$ cat src/hdl/sel_lock_pkg.sv
package sel_lock_pkg;
    localparam int NUM_PERIPH = 8;
    localparam int NUM_PINS = 16;
    localparam int SEL_W = 4;
    localparam logic [7:0] UNLOCK_KEY_FIRST = 8'h55;
    localparam logic [7:0] UNLOCK_KEY_SECOND = 8'hAA;
    localparam int LOCK_BIT_POS = 0;
    localparam logic LOCK_RESET_VALUE = 1'b0;
    localparam logic [SEL_W-1:0] SEL_DEFAULT = 4'h0;
    // designated i2c-capable pin indices
    localparam logic [SEL_W-1:0] I2C_PIN_A = 4'h1;
    localparam logic [SEL_W-1:0] I2C_PIN_B = 4'h2;
    localparam logic [SEL_W-1:0] I2C_PIN_C = 4'hB;
    localparam logic [SEL_W-1:0] I2C_PIN_D = 4'hC;
    // unlock sequence states, gray from idle to armed; the return from armed to idle flips both bits
    typedef enum logic [1:0] {
        SEQ_IDLE = 2'b00,
        SEQ_GOT_FIRST = 2'b01,
        SEQ_ARMED = 2'b11
    } seq_state_t;
endpackage

$ cat src/hdl/pad_threshold.sv
`timescale 1ns/1ns
module pad_threshold
    import sel_lock_pkg::*;
(
    input wire logic [SEL_W-1:0] pin_idx_i,
    input wire logic i2c_mode_i,
    input wire logic threshold_sel_i,
    output logic use_i2c_buf_o,
    output logic use_st_buf_o
);
    function automatic logic is_i2c_pin(input logic [SEL_W-1:0] p);
        is_i2c_pin = (p == I2C_PIN_A) || (p == I2C_PIN_B) ||
                     (p == I2C_PIN_C) || (p == I2C_PIN_D);
    endfunction

    always_comb begin
        use_i2c_buf_o = i2c_mode_i && is_i2c_pin(pin_idx_i);
        // other pins fall back to the general buffer
        use_st_buf_o = !use_i2c_buf_o && threshold_sel_i;
    end
endmodule

$ cat src/hdl/pin_select_lock_control.sv
// Summary of operation
// while locked, every input and output selection write is ignored
// lock bit changes only after writes of 55 then AA
// any other write between steps aborts the unlock sequence
// with one-shot fuse, one clear and one set per reset; here the lock resets to 0 and no clear follows a set, so only one set
// with one-shot fuse, lock set after clear stays until reset
// sleep leaves all selections untouched
// power-on reset restores defaults and removes the permanent lock
// other resets keep the current selections
// software maps bidirectional input and output to one pin
// i2c on other pins uses the general threshold buffer
// i2c on designated pins overrides the threshold select
// software should map i2c only to designated pins
`timescale 1ns/1ns
module pin_select_lock_control
    import sel_lock_pkg::*;
(
    input wire logic mclk_i,
    input wire logic rst_i,
    input wire logic por_i,
    input wire logic sleep_i,
    input wire logic one_shot_lock_fuse_i,
    input wire logic lock_wr_i,
    input wire logic [7:0] lock_wdata_i,
    input wire logic sel_wr_i,
    input wire logic sel_is_out_i,
    input wire logic [2:0] sel_idx_i,
    input wire logic [SEL_W-1:0] sel_wdata_i,
    input wire logic other_wr_i,
    input wire logic i2c_mode_i,
    input wire logic [2:0] i2c_periph_i,
    input wire logic input_threshold_select_i,
    output logic selection_lock_bit_o,
    output logic [NUM_PERIPH*SEL_W-1:0] in_sel_o,
    output logic [NUM_PERIPH*SEL_W-1:0] out_sel_o,
    output logic i2c_buf_en_o,
    output logic st_buf_en_o
);
    typedef struct packed {
        seq_state_t seq;
        logic locked;
        logic cleared_once;
        logic set_once;
        logic [NUM_PERIPH-1:0][SEL_W-1:0] in_sel;
        logic [NUM_PERIPH-1:0][SEL_W-1:0] out_sel;
    } state_t;

    state_t s_q;
    state_t s_d;
    logic key1;
    logic key2;
    logic new_lock;
    logic may_clear;
    logic may_set;

    always_comb begin
        s_d = s_q;
        key1 = lock_wr_i && (lock_wdata_i == UNLOCK_KEY_FIRST);
        key2 = lock_wr_i && (lock_wdata_i == UNLOCK_KEY_SECOND);
        new_lock = lock_wdata_i[LOCK_BIT_POS];
        // once set under the fuse, the lock stays until the next reset
        may_clear = !one_shot_lock_fuse_i ||
                    (!s_q.cleared_once && !s_q.set_once);
        may_set = !one_shot_lock_fuse_i || !s_q.set_once;
        case (s_q.seq)
            SEQ_IDLE: begin
                if (key1) begin
                    s_d.seq = SEQ_GOT_FIRST;
                end
            end
            SEQ_GOT_FIRST: begin
                if (key2) begin
                    s_d.seq = SEQ_ARMED;
                end else if (lock_wr_i || sel_wr_i || other_wr_i) begin
                    s_d.seq = key1 ? SEQ_GOT_FIRST : SEQ_IDLE;
                end
            end
            SEQ_ARMED: begin
                if (lock_wr_i) begin
                    s_d.seq = SEQ_IDLE;
                    if (!new_lock && s_q.locked && may_clear) begin
                        s_d.locked = 1'b0;
                        s_d.cleared_once = 1'b1;
                    end else if (new_lock && !s_q.locked && may_set) begin
                        s_d.locked = 1'b1;
                        s_d.set_once = 1'b1;
                    end
                end else if (sel_wr_i || other_wr_i) begin
                    s_d.seq = SEQ_IDLE;
                end
            end
            default: begin
                s_d.seq = SEQ_IDLE;
            end
        endcase
        // selection updates; sleep is deliberately not a term here
        if (sel_wr_i && !s_q.locked) begin
            if (sel_is_out_i) begin
                s_d.out_sel[sel_idx_i] = sel_wdata_i;
            end else begin
                s_d.in_sel[sel_idx_i] = sel_wdata_i;
            end
        end
        // por restores defaults, other resets keep the selections
        if (por_i) begin
            s_d.seq = SEQ_IDLE;
            s_d.locked = LOCK_RESET_VALUE;
            s_d.cleared_once = 1'b0;
            s_d.set_once = 1'b0;
            s_d.in_sel = {NUM_PERIPH{SEL_DEFAULT}};
            s_d.out_sel = {NUM_PERIPH{SEL_DEFAULT}};
        end else if (rst_i) begin
            s_d.seq = SEQ_IDLE;
            s_d.locked = LOCK_RESET_VALUE;
            s_d.cleared_once = 1'b0;
            s_d.set_once = 1'b0;
            s_d.in_sel = s_q.in_sel;
            s_d.out_sel = s_q.out_sel;
        end
    end

    always_ff @(posedge mclk_i) begin
        s_q <= s_d;
    end

    assign selection_lock_bit_o = s_q.locked;
    assign in_sel_o = s_q.in_sel;
    assign out_sel_o = s_q.out_sel;

    // i2c buffer choice follows the pin mapped to the i2c input
    pad_threshold u_pad_threshold (
        .pin_idx_i(s_q.in_sel[i2c_periph_i]),
        .i2c_mode_i(i2c_mode_i),
        .threshold_sel_i(input_threshold_select_i),
        .use_i2c_buf_o(i2c_buf_en_o),
        .use_st_buf_o(st_buf_en_o)
    );

    // checks
    a_locked_holds_sel: assert property (@(posedge mclk_i)
        disable iff (rst_i || por_i)
        s_q.locked |=> $stable(s_q.in_sel) && $stable(s_q.out_sel))
        else $error("selection changed while locked");
    a_in_write_lands: assert property (@(posedge mclk_i)
        disable iff (rst_i || por_i)
        (sel_wr_i && !sel_is_out_i && !s_q.locked)
        |=> s_q.in_sel[$past(sel_idx_i)] == $past(sel_wdata_i))
        else $error("input selection write lost");
    a_out_write_lands: assert property (@(posedge mclk_i)
        disable iff (rst_i || por_i)
        (sel_wr_i && sel_is_out_i && !s_q.locked)
        |=> s_q.out_sel[$past(sel_idx_i)] == $past(sel_wdata_i))
        else $error("output selection write lost");
    a_lock_needs_keys: assert property (@(posedge mclk_i)
        disable iff (rst_i || por_i)
        ($changed(s_q.locked) && !$past(rst_i) && !$past(por_i))
        |-> $past(s_q.seq) == SEQ_ARMED)
        else $error("lock changed without unlock keys");
    a_second_key_arms: assert property (@(posedge mclk_i)
        disable iff (rst_i || por_i)
        (s_q.seq == SEQ_GOT_FIRST && lock_wr_i
            && lock_wdata_i == UNLOCK_KEY_SECOND)
        |=> s_q.seq == SEQ_ARMED)
        else $error("second key did not arm the sequence");
    a_armed_sets_lock: assert property (@(posedge mclk_i)
        disable iff (rst_i || por_i)
        (s_q.seq == SEQ_ARMED && lock_wr_i && lock_wdata_i[LOCK_BIT_POS]
            && !s_q.locked && !one_shot_lock_fuse_i)
        |=> s_q.locked)
        else $error("armed lock write did not set the lock");
    a_armed_clears_lock: assert property (@(posedge mclk_i)
        disable iff (rst_i || por_i)
        (s_q.seq == SEQ_ARMED && lock_wr_i && !lock_wdata_i[LOCK_BIT_POS]
            && s_q.locked && !one_shot_lock_fuse_i)
        |=> !s_q.locked)
        else $error("armed lock write did not clear the lock");
    a_abort_seq: assert property (@(posedge mclk_i)
        disable iff (rst_i || por_i)
        (s_q.seq == SEQ_ARMED && !lock_wr_i && (sel_wr_i || other_wr_i))
        |=> s_q.seq == SEQ_IDLE && $stable(s_q.locked))
        else $error("sequence not discarded");
    a_idle_ignores: assert property (@(posedge mclk_i)
        disable iff (rst_i || por_i)
        (s_q.seq == SEQ_IDLE && lock_wr_i
            && lock_wdata_i != UNLOCK_KEY_FIRST)
        |=> s_q.seq == SEQ_IDLE && $stable(s_q.locked))
        else $error("stray lock write was not ignored");
    a_one_clear: assert property (@(posedge mclk_i)
        disable iff (rst_i || por_i)
        (one_shot_lock_fuse_i && s_q.cleared_once) |=> !$fell(s_q.locked))
        else $error("second clear with fuse");
    a_fuse_one_set: assert property (@(posedge mclk_i)
        disable iff (rst_i || por_i)
        (one_shot_lock_fuse_i && s_q.set_once) |=> !$rose(s_q.locked))
        else $error("second set with fuse");
    a_perm_lock: assert property (@(posedge mclk_i)
        disable iff (rst_i || por_i)
        (one_shot_lock_fuse_i && s_q.set_once && s_q.locked)
        |=> s_q.locked)
        else $error("permanent lock released");
    a_sleep_stable: assert property (@(posedge mclk_i)
        disable iff (rst_i || por_i)
        ($changed(sleep_i) && !sel_wr_i) |=> $stable(s_q.in_sel))
        else $error("sleep altered selection");
    a_por_default: assert property (@(posedge mclk_i)
        por_i |=> s_q.in_sel == {NUM_PERIPH{SEL_DEFAULT}}
            && s_q.out_sel == {NUM_PERIPH{SEL_DEFAULT}}
            && !s_q.set_once && !s_q.locked)
        else $error("por did not restore defaults");
    a_rst_keeps: assert property (@(posedge mclk_i)
        disable iff (por_i)
        rst_i |=> $stable(s_q.out_sel) && $stable(s_q.in_sel))
        else $error("reset changed selections");

    // i2c pad choice
    a_general_buffer: assert property (@(posedge mclk_i)
        !i2c_buf_en_o |-> st_buf_en_o == input_threshold_select_i)
        else $error("general buffer ignores threshold select");
    a_i2c_override: assert property (@(posedge mclk_i)
        (i2c_buf_en_o) |-> !st_buf_en_o && i2c_mode_i)
        else $error("i2c buffer conflict");

    // cover points
    c_unlock: cover property (@(posedge mclk_i) $fell(s_q.locked));
    c_lock: cover property (@(posedge mclk_i) $rose(s_q.locked));
    c_abort: cover property (@(posedge mclk_i)
        s_q.seq == SEQ_GOT_FIRST && other_wr_i);
    c_perm_refused: cover property (@(posedge mclk_i)
        one_shot_lock_fuse_i && s_q.set_once && s_q.seq == SEQ_ARMED
        && lock_wr_i);
    c_i2c_pad: cover property (@(posedge mclk_i) i2c_buf_en_o);
endmodule

$ cat config.mk
export PLATFORM = sky130hd
export DESIGN_NAME = pin_select_lock_control
export DESIGN_NICKNAME = d
export VERILOG_FILES = /design/src/hdl/sel_lock_pkg.sv /design/src/hdl/pad_threshold.sv /design/src/hdl/pin_select_lock_control.sv
export SDC_FILE = /design/constraint.sdc
export NUM_CORES = 1
export LEC_CHECK = 0
export BUFFER_PORTS_ARGS = -buffer_cell sky130_fd_sc_hd__buf_2
export CAP_MARGIN = 40
export CORE_ASPECT_RATIO = 1.2
export CORE_MARGIN = 5
export CORE_UTILIZATION = 52
export DETAILED_ROUTE_END_ITERATION = 10
export MAX_ROUTING_LAYER = met4
export PLACE_DENSITY_LB_ADDON = 0.2
export SYNTH_ARGS = -nofsm -noshare
export SYNTH_HDL_FRONTEND = slang
export SYNTH_SLANG_ARGS = --single-unit
$ cat constraint.sdc
create_clock -name mclk_i -period 2.55 [get_ports mclk_i]
set_clock_uncertainty 0.05 [all_clocks]
set_input_delay 0.255 -clock mclk_i [delete_from_list [all_inputs] [get_ports mclk_i]]
set_output_delay 0.255 -clock mclk_i [all_outputs]
set_load 0.05 [all_outputs]
==> results.md, run 1 <==
* Worst-Margin Slew at 0.738 ns
* Most used DFF post-synth: dfxtp_1
* Slowest CP cell: mux4_2
* First-pass GRT wire length at 12,600 µm
* Register Area at 1380 µm²
* Clock power frac at 0.370
* Final setup viols at 2
* WL final at 7950 µm
* Mapped Area at 3440 µm²
* Pwr Density at 538 nW/µm²
* Crit-path cells: mux4_2 -> mux2_4 -> xnor2_1 -> or3_4 -> a21boi_4 -> nor2b_4 -> buf_6
* Slew Limit Fails at 0
* Failing checks: setup timing
* Synth top area cells: dfxtp_1, mux2i_1, buf_4, nor2_1, mux4_1
* Core footprint at 6450 µm²
* PortBufs at 94
* Final min period at 2.61 ns
* Gate power share at 0.084
* Largest net degree at the start of global routing at 41
* Number of global-route vias before repair at 2,451
* Crit. End Element: output pin
* Tcrit/Tclk final at 1.02
* RSZ-0062 raised after global routing: yes
* Row count at 32
* Sequential share of the synthesized area at 0.401
* CTS Buf Count at 9
* Largest buffer count on any clock path at 2
* CTS Root Buffer Type: clkbuf_8
* Post-synth EDFFs at 0
* Startpoint Class: register
* Critical path peak fanout at 3
* Worst endpoint data arrival time at 2.30 ns
* Crit-path max cell delay at ~0.46 ns
* VDD IR max at 0.000384 V
* Post-CTS Setup Repair Bufs at 0
* Initial antenna violation count at 0
* Sw power at between 0.5 and 0.6 mW
* Slew headroom at 0.508
* Drt drc at 0
* Final core occ at 0.575
* GR Util met3 at 0.0539
* Routed wire per std cell at 16.3 µm
* Area of the die at roughly 8400 µm²
* Layout cell share with drive strength beyond 1 at 0.329
* Area grow syn2layout at 7.71%
* Pint at 1.47 mW
* Vias per inst at 5.22
* Most frequent cells in the layout: buf_2, dfxtp_1, nor2_1, mux2i_1, nand2_1
* Synth cell types at 36
* CP Class: register to output pin
* Final Hold Viols at 0
* Placer Congestion at ~0.8
* DRT iter0 DRCs at 155
* Gr busiest metal: met2
* Crit-path leading delay family: multiplexers
* Yosys top cell area share at 0.401
* Post-DP Area at around 3500 µm²
* Fin nets at 430
* Fraction of registers with async set or reset after synthesis at 0
* Fin area at 3710 µm²
* Fraction of power consumed by sequential logic at 0.546
* Detailed placement HPWL at roughly 5800 µm
* M1 GR Usage at 0.220
* IO Pins at 96
* Syn Nets at ~400
* Syn avg cell area at 9.25 µm²
* Sw Share at 0.260
* Placed cell count at 475
* Multi-input logic area at ~1500 µm²
* Hold Path Class: primary input to register
* Yosys reg bits at 69
* Max-Cap Viols at 0
* Fmax at 383 MHz
* TritonCTS clock tree: built
* Post-DRT Antenna Nets at 0
* Synth area leader: dfxtp_1
* Status: complete, but fails checks
* Drt first pass iters at 4
* Starting Density at 0.534
* Commonest non-fill, non-tap cell in the layout: buf_2
* Worst skew pair latency at 0.33 ns
* Number of diodes at 0
* Total gr overflow at 0
* Worst path required time at 2.25 ns
* Layout fillers at between 600 and 700
* Fin cells at a little under 500
* Setup WS post-layout at -0.0587 ns
* Mapped Cells at 372
* Met2 Use GR at 0.335
* Die width at ~84 µm
* CTS H-tree depth at 3
* CP Buf/Inv Count at 1
* Vias post-DR at about 2,600
* Yosys synthesis warning count at 0
* Clock Sinks at 69
* Die span in y at 99.1 µm
* Leak pwr at ~1.7 nW
* Overall Global Routing Usage at 0.199
* Worst-path clk slew at approximately 0.070 ns
==> power groups by stage <==
stage	combinational (mW)	clock (mW)	sequential, mW
floorplan	0.121	0	1.11
global placement	0.162	0	1.11
detailed placement	0.164	0	1.11
CTS	0.167	0.756	1.09
global route	0.180	0.811	1.09
finish	0.168	0.737	1.09
==> synth_stat cells (all sizes together) (4+ instances only) <==
master,count
nor2b,4
clkbuf,19
nor3,4
nand2,28
a21oi,18
buf,66
mux4,8
mux2i,50
dfxtp,69
nand3,19
nor2,60
==> per-layer routing <==
layer / routed length (µm) / vias up
met5: 0 / -
li1: - / 1248
met4: 164 / 0
met2: 4040 / 75
met1: 3310 / 1219
met3: 439 / 13
==> path summary, 6_finish.rpt <==
| kind | from | to | slack, ns | depth (start not counted) |
|---|---|---|---|---|
| setup / recovery | in_sel_o[19]$_SDFFE_PP0P_ | st_buf_en_o | -0.06 | 7 |
| hold / removal | rst_i | s_q[65]$_SDFFE_PP0P_ | 0.09 | 2 |
| setup reg to reg | selection_lock_bit_o$_SDFFE_PP0P_ | in_sel_o[3]$_SDFFE_PP0P_ | 0.44 | 5 |
| hold reg to reg | out_sel_o[19]$_SDFFE_PP0P_ | out_sel_o[19]$_SDFFE_PP0P_ | 0.41 | 2 |
==> area by class of cell <==
cell class,instances,area share
flip-flops and latches,69,0.373
clock buffers,9,0.0334
inverters,2,0.00202
repair buffers,103,0.148
well taps,85,0.0287
multi-input cells,216,0.406
clock inverters,5,0.00810
==> worst reg2reg max path, cell delays in order (launching register included) <==
cell and delay (ns):
dfxtp_1 0.35, nor3b_1 0.42, or3b_2 0.54, nor3_2 0.35, mux2i_1 0.24, nor2_1 0.05
==> registers in the layout, summed over array words and instances (netlist names) <==
register	flops
out_sel_o	32
selection_lock_bit_o	1
s_q	4
in_sel_o	32
==> cell families after synthesis <==
logic type	share of synthesized area
buffers and inverters	0.167
muxes	0.217
xor gates and xnor gates	0.00254
AOI/OAI and AO/OA	0.0411
DFF	0.401
and+or+nand+nor	0.171
==> metrics by stage <==
| stage | total power, mW | hold slack [ns] | setup TNS, ns | setup WS [ns] |
|---|---|---|---|---|
| after CTS | 2.01 | 0.0702 | -0.220 | -0.119 |
| after floorplan | 1.23 | 0.284 | 0 | 0.0132 |
| after detailed placement | 1.28 | 0.402 | -0.0507 | -0.0507 |
| after global placement | 1.28 | 0.392 | 0 | 0.0107 |
| final | 1.99 | 0.0950 | -0.102 | -0.0587 |
| after global routing | 2.08 | 0.0888 | -0.223 | -0.120 |
==> timing repair <==
action,4_1_cts,5_1_grt
gates cloned,0,0
hold endpoints to repair,0,0
setup endpoints to repair,2,2
pin swaps,2,2
gates resized for setup,10,5
hold buffers,0,0
Note: power is estimated with default switching activity, not from simulation.
==> inputs of run 2 (changes only) <==
==> constraint.sdc (replaced) <==
create_clock -name mclk_i -period 2.4 [get_ports mclk_i]
set_clock_uncertainty 0.05 [all_clocks]
set_input_delay 0.24 -clock mclk_i [delete_from_list [all_inputs] [get_ports mclk_i]]
set_output_delay 0.24 -clock mclk_i [all_outputs]
set_load 0.05 [all_outputs]
==> run 2 against run 1 <==
The run still ends with setup timing left; sequential share of layout area down 1.1 points; first-iteration DRC count up 43%; critical path depth unchanged; via count up 0.82%; sequential power up 6%; register-to-register slack worse by 0.07 ns; power up 14%; die area unchanged; core utilization up 2.0 points; global-route usage up 0.31 points; hold slack worse by 0.022 ns; largest cell class unchanged.
==> results.md, run 2 (synthesis gave the netlist of run 1 again) <==
* Total gr overflow at 0 (unchanged)
* Placed cell count at 479 (+0.84%)
* Pwr Density at 595 nW/µm² (+11%)
* Largest buffer count on any clock path at 2 (unchanged)
* Total power at 2.28 mW (+14%)
* Layout fillers at 597 (-3.1%)
* Drt first pass iters at 4 (unchanged)
* Setup WS post-layout at -0.194 ns (-0.135 ns)
* Crit-path leading delay family: multiplexers
* Area grow syn2layout at 11.4%
* Largest net degree at the start of global routing at 48 (+17%)
* Vias per inst at 5.18 (-0.80%)
* Placer Congestion at 0.834 (+4.6%)
* Vias post-DR at 2,576 (+0.82%)
* Crit-path cells: mux4_2 -> mux2_4 -> xnor2_2 -> or3_4 -> a21boi_4 -> nor2b_4 -> buf_6
* Slowest CP cell: mux4_2
* VDD IR max at 0.000448 V (+17%)
* CP Buf/Inv Count at 1 (unchanged)
* Drt drc at 0 (unchanged)
* Number of global-route vias before repair at 2,587 (+5.5%)
* Die width at 84.3 µm (unchanged)
* Tcrit/Tclk final at 1.08
* CP Class: register to output pin
* Die span in y at 99.1 µm (unchanged)
* Hold WS at 0.0729 ns (-0.0220 ns)
* Startpoint Class: register
* IO Pins at 96 (unchanged)
* Post-DRT Antenna Nets at 0 (unchanged)
* RSZ-0062 raised after global routing: yes
* Final Hold Viols at 0 (unchanged)
* Final setup viols at 2 (unchanged)
* Worst endpoint data arrival time at 2.30 ns (about the same)
* Clock Sinks at 69 (unchanged)
* Starting Density at 0.534 (unchanged)
* CTS H-tree depth at 3 (unchanged)
* Failing checks: setup timing
* Layout cell share with drive strength beyond 1 at 0.347 (+0.0179)
* Worst-Margin Slew at 0.449 ns (-0.289 ns)
* Critical path peak fanout at 3 (unchanged)
* CTS Root Buffer Type: clkbuf_8
* Commonest non-fill, non-tap cell in the layout: buf_2
* WL final at 7870 µm (-1.0%)
* Leak pwr at 1.76 nW (+4.6%)
* Final min period at 2.59 ns
* Max-Cap Viols at 0 (unchanged)
* Pre-CTS WS at -0.0837 ns (-0.0330 ns)
* Crit. End Element: output pin
* Detailed placement HPWL at 5770 µm (+0.24%)
* Post-DP Area at 3570 µm² (+1.1%)
* Hold-fix buffer count after cts at 0 (unchanged)
* TritonCTS clock tree: built
* CTS Buf Count at 9 (unchanged)
* Slew Limit Fails at 0 (unchanged)
* Slew headroom at 0.700 (+0.192)
* Worst skew pair latency at 0.33 ns (about the same)
* Core footprint at 6450 µm² (unchanged)
* Overall Global Routing Usage at 0.202 (+0.00308)
* Fin area at 3830 µm² (+3.4%)
* Initial antenna violation count at 0 (unchanged)
* Fin cells at 497 (+1.6%)
* Most frequent cells in the layout: buf_2, dfxtp_1, nor2_1, mux2i_1, nand2_1
* Crit-path max cell delay at 0.44 ns (-0.02 ns)
* Fmax at 385 MHz
* PortBufs at 94 (unchanged)
* Hold Path Class: primary input to register
* Worst path required time at 2.11 ns (-0.14 ns)
* Fin nets at 436 (+1.4%)
* Area of the die at 8350 µm² (unchanged)
* Row count at 32 (unchanged)
* DRT iter0 DRCs at 222 (+43%)
* Number of diodes at 0 (unchanged)
* First-pass GRT wire length at 13,200 µm (+4.8%)
* Status: complete, but fails checks
* Worst-path clk slew at 0.08 ns (about the same)
* Routed wire per std cell at 15.8 µm (-2.6%)
==> run 2: cell types whose count changed in the layout (fill, tap and decap cells not counted), moves of 2 or more <==
cell	change
buf_4	+5
mux4_1	+2
dfxtp_1	-3
mux4_2	-2
dfxtp_2	+3
==> run 2: per-layer routing <==
metal  track usage  vias up  share of wire
met1         0.237     1212           0.41
li1              -     1269              -
met3        0.0539       16          0.059
met5             -        -              0
met2         0.330       79           0.51
met4        0.0755        0          0.024
==> run 2: final timing paths <==
kind | start | endpoint | slack (ns) | depth (start not counted)
max reg2reg | selection_lock_bit_o$_SDFFE_PP0P_ | in_sel_o[9]$_SDFFE_PP0P_ | 0.37 | 6
min | rst_i | s_q[65]$_SDFFE_PP0P_ | 0.07 | 2
min reg2reg | out_sel_o[16]$_SDFFE_PP0P_ | out_sel_o[16]$_SDFFE_PP0P_ | 0.41 | 2
max | in_sel_o[3]$_SDFFE_PP0P_ | st_buf_en_o | -0.19 | 7
==> run 2: through the flow <==
step / setup TNS (ns) / util
6_report: -0.368 / 0.595
3_5_place_dp: -0.162 / 0.554
4_1_cts: -0.415 / 0.590
2_1_floorplan: -0.0556 / -
3_3_place_gp: -0.0392 / 0.554
5_1_grt: -0.490 / 0.595
==> run 2: cell type report <==
| cell class | count | area (µm²) | area share |
|---|---|---|---|
| multi-input cells | 216 | 1530 | 0.398 |
| flip-flops and latches | 69 | 1390 | 0.362 |
| repair buffers | 109 | 608 | 0.159 |
| clock buffers | 10 | 138 | 0.0359 |
| well taps | 85 | 106 | 0.0277 |
| clock inverters | 6 | 62.6 | 0.0163 |
| inverters | 2 | 7.51 | 0.00196 |
==> run 2: what timing repair did <==
item,in CTS,in global routing
gates resized for setup,9,4
endpoints found under the hold margin,0,0
buffers inserted,1,1
setup endpoints to repair,2,2
pin swaps,2,2
==> run 2: worst register-to-register path, delay by kind of cell, from the launching register on <==
family | cells | cell delay, ns
and+or+nand+nor | 4 | 1.15
DFF | 1 | 0.35
muxes | 1 | 0.20
buffers and inverters | 1 | 0.18
==> run 2: power by group <==
part | internal [mW] | total [mW] | switching [mW] | leakage, nW
sequential | 1.15 | 1.16 | 0.00516 | 0.558
combinational | 0.0625 | 0.183 | 0.121 | 1.11
clock | 0.504 | 0.941 | 0.436 | 0.0943
total | 1.72 | 2.28 | 0.562 | 1.76
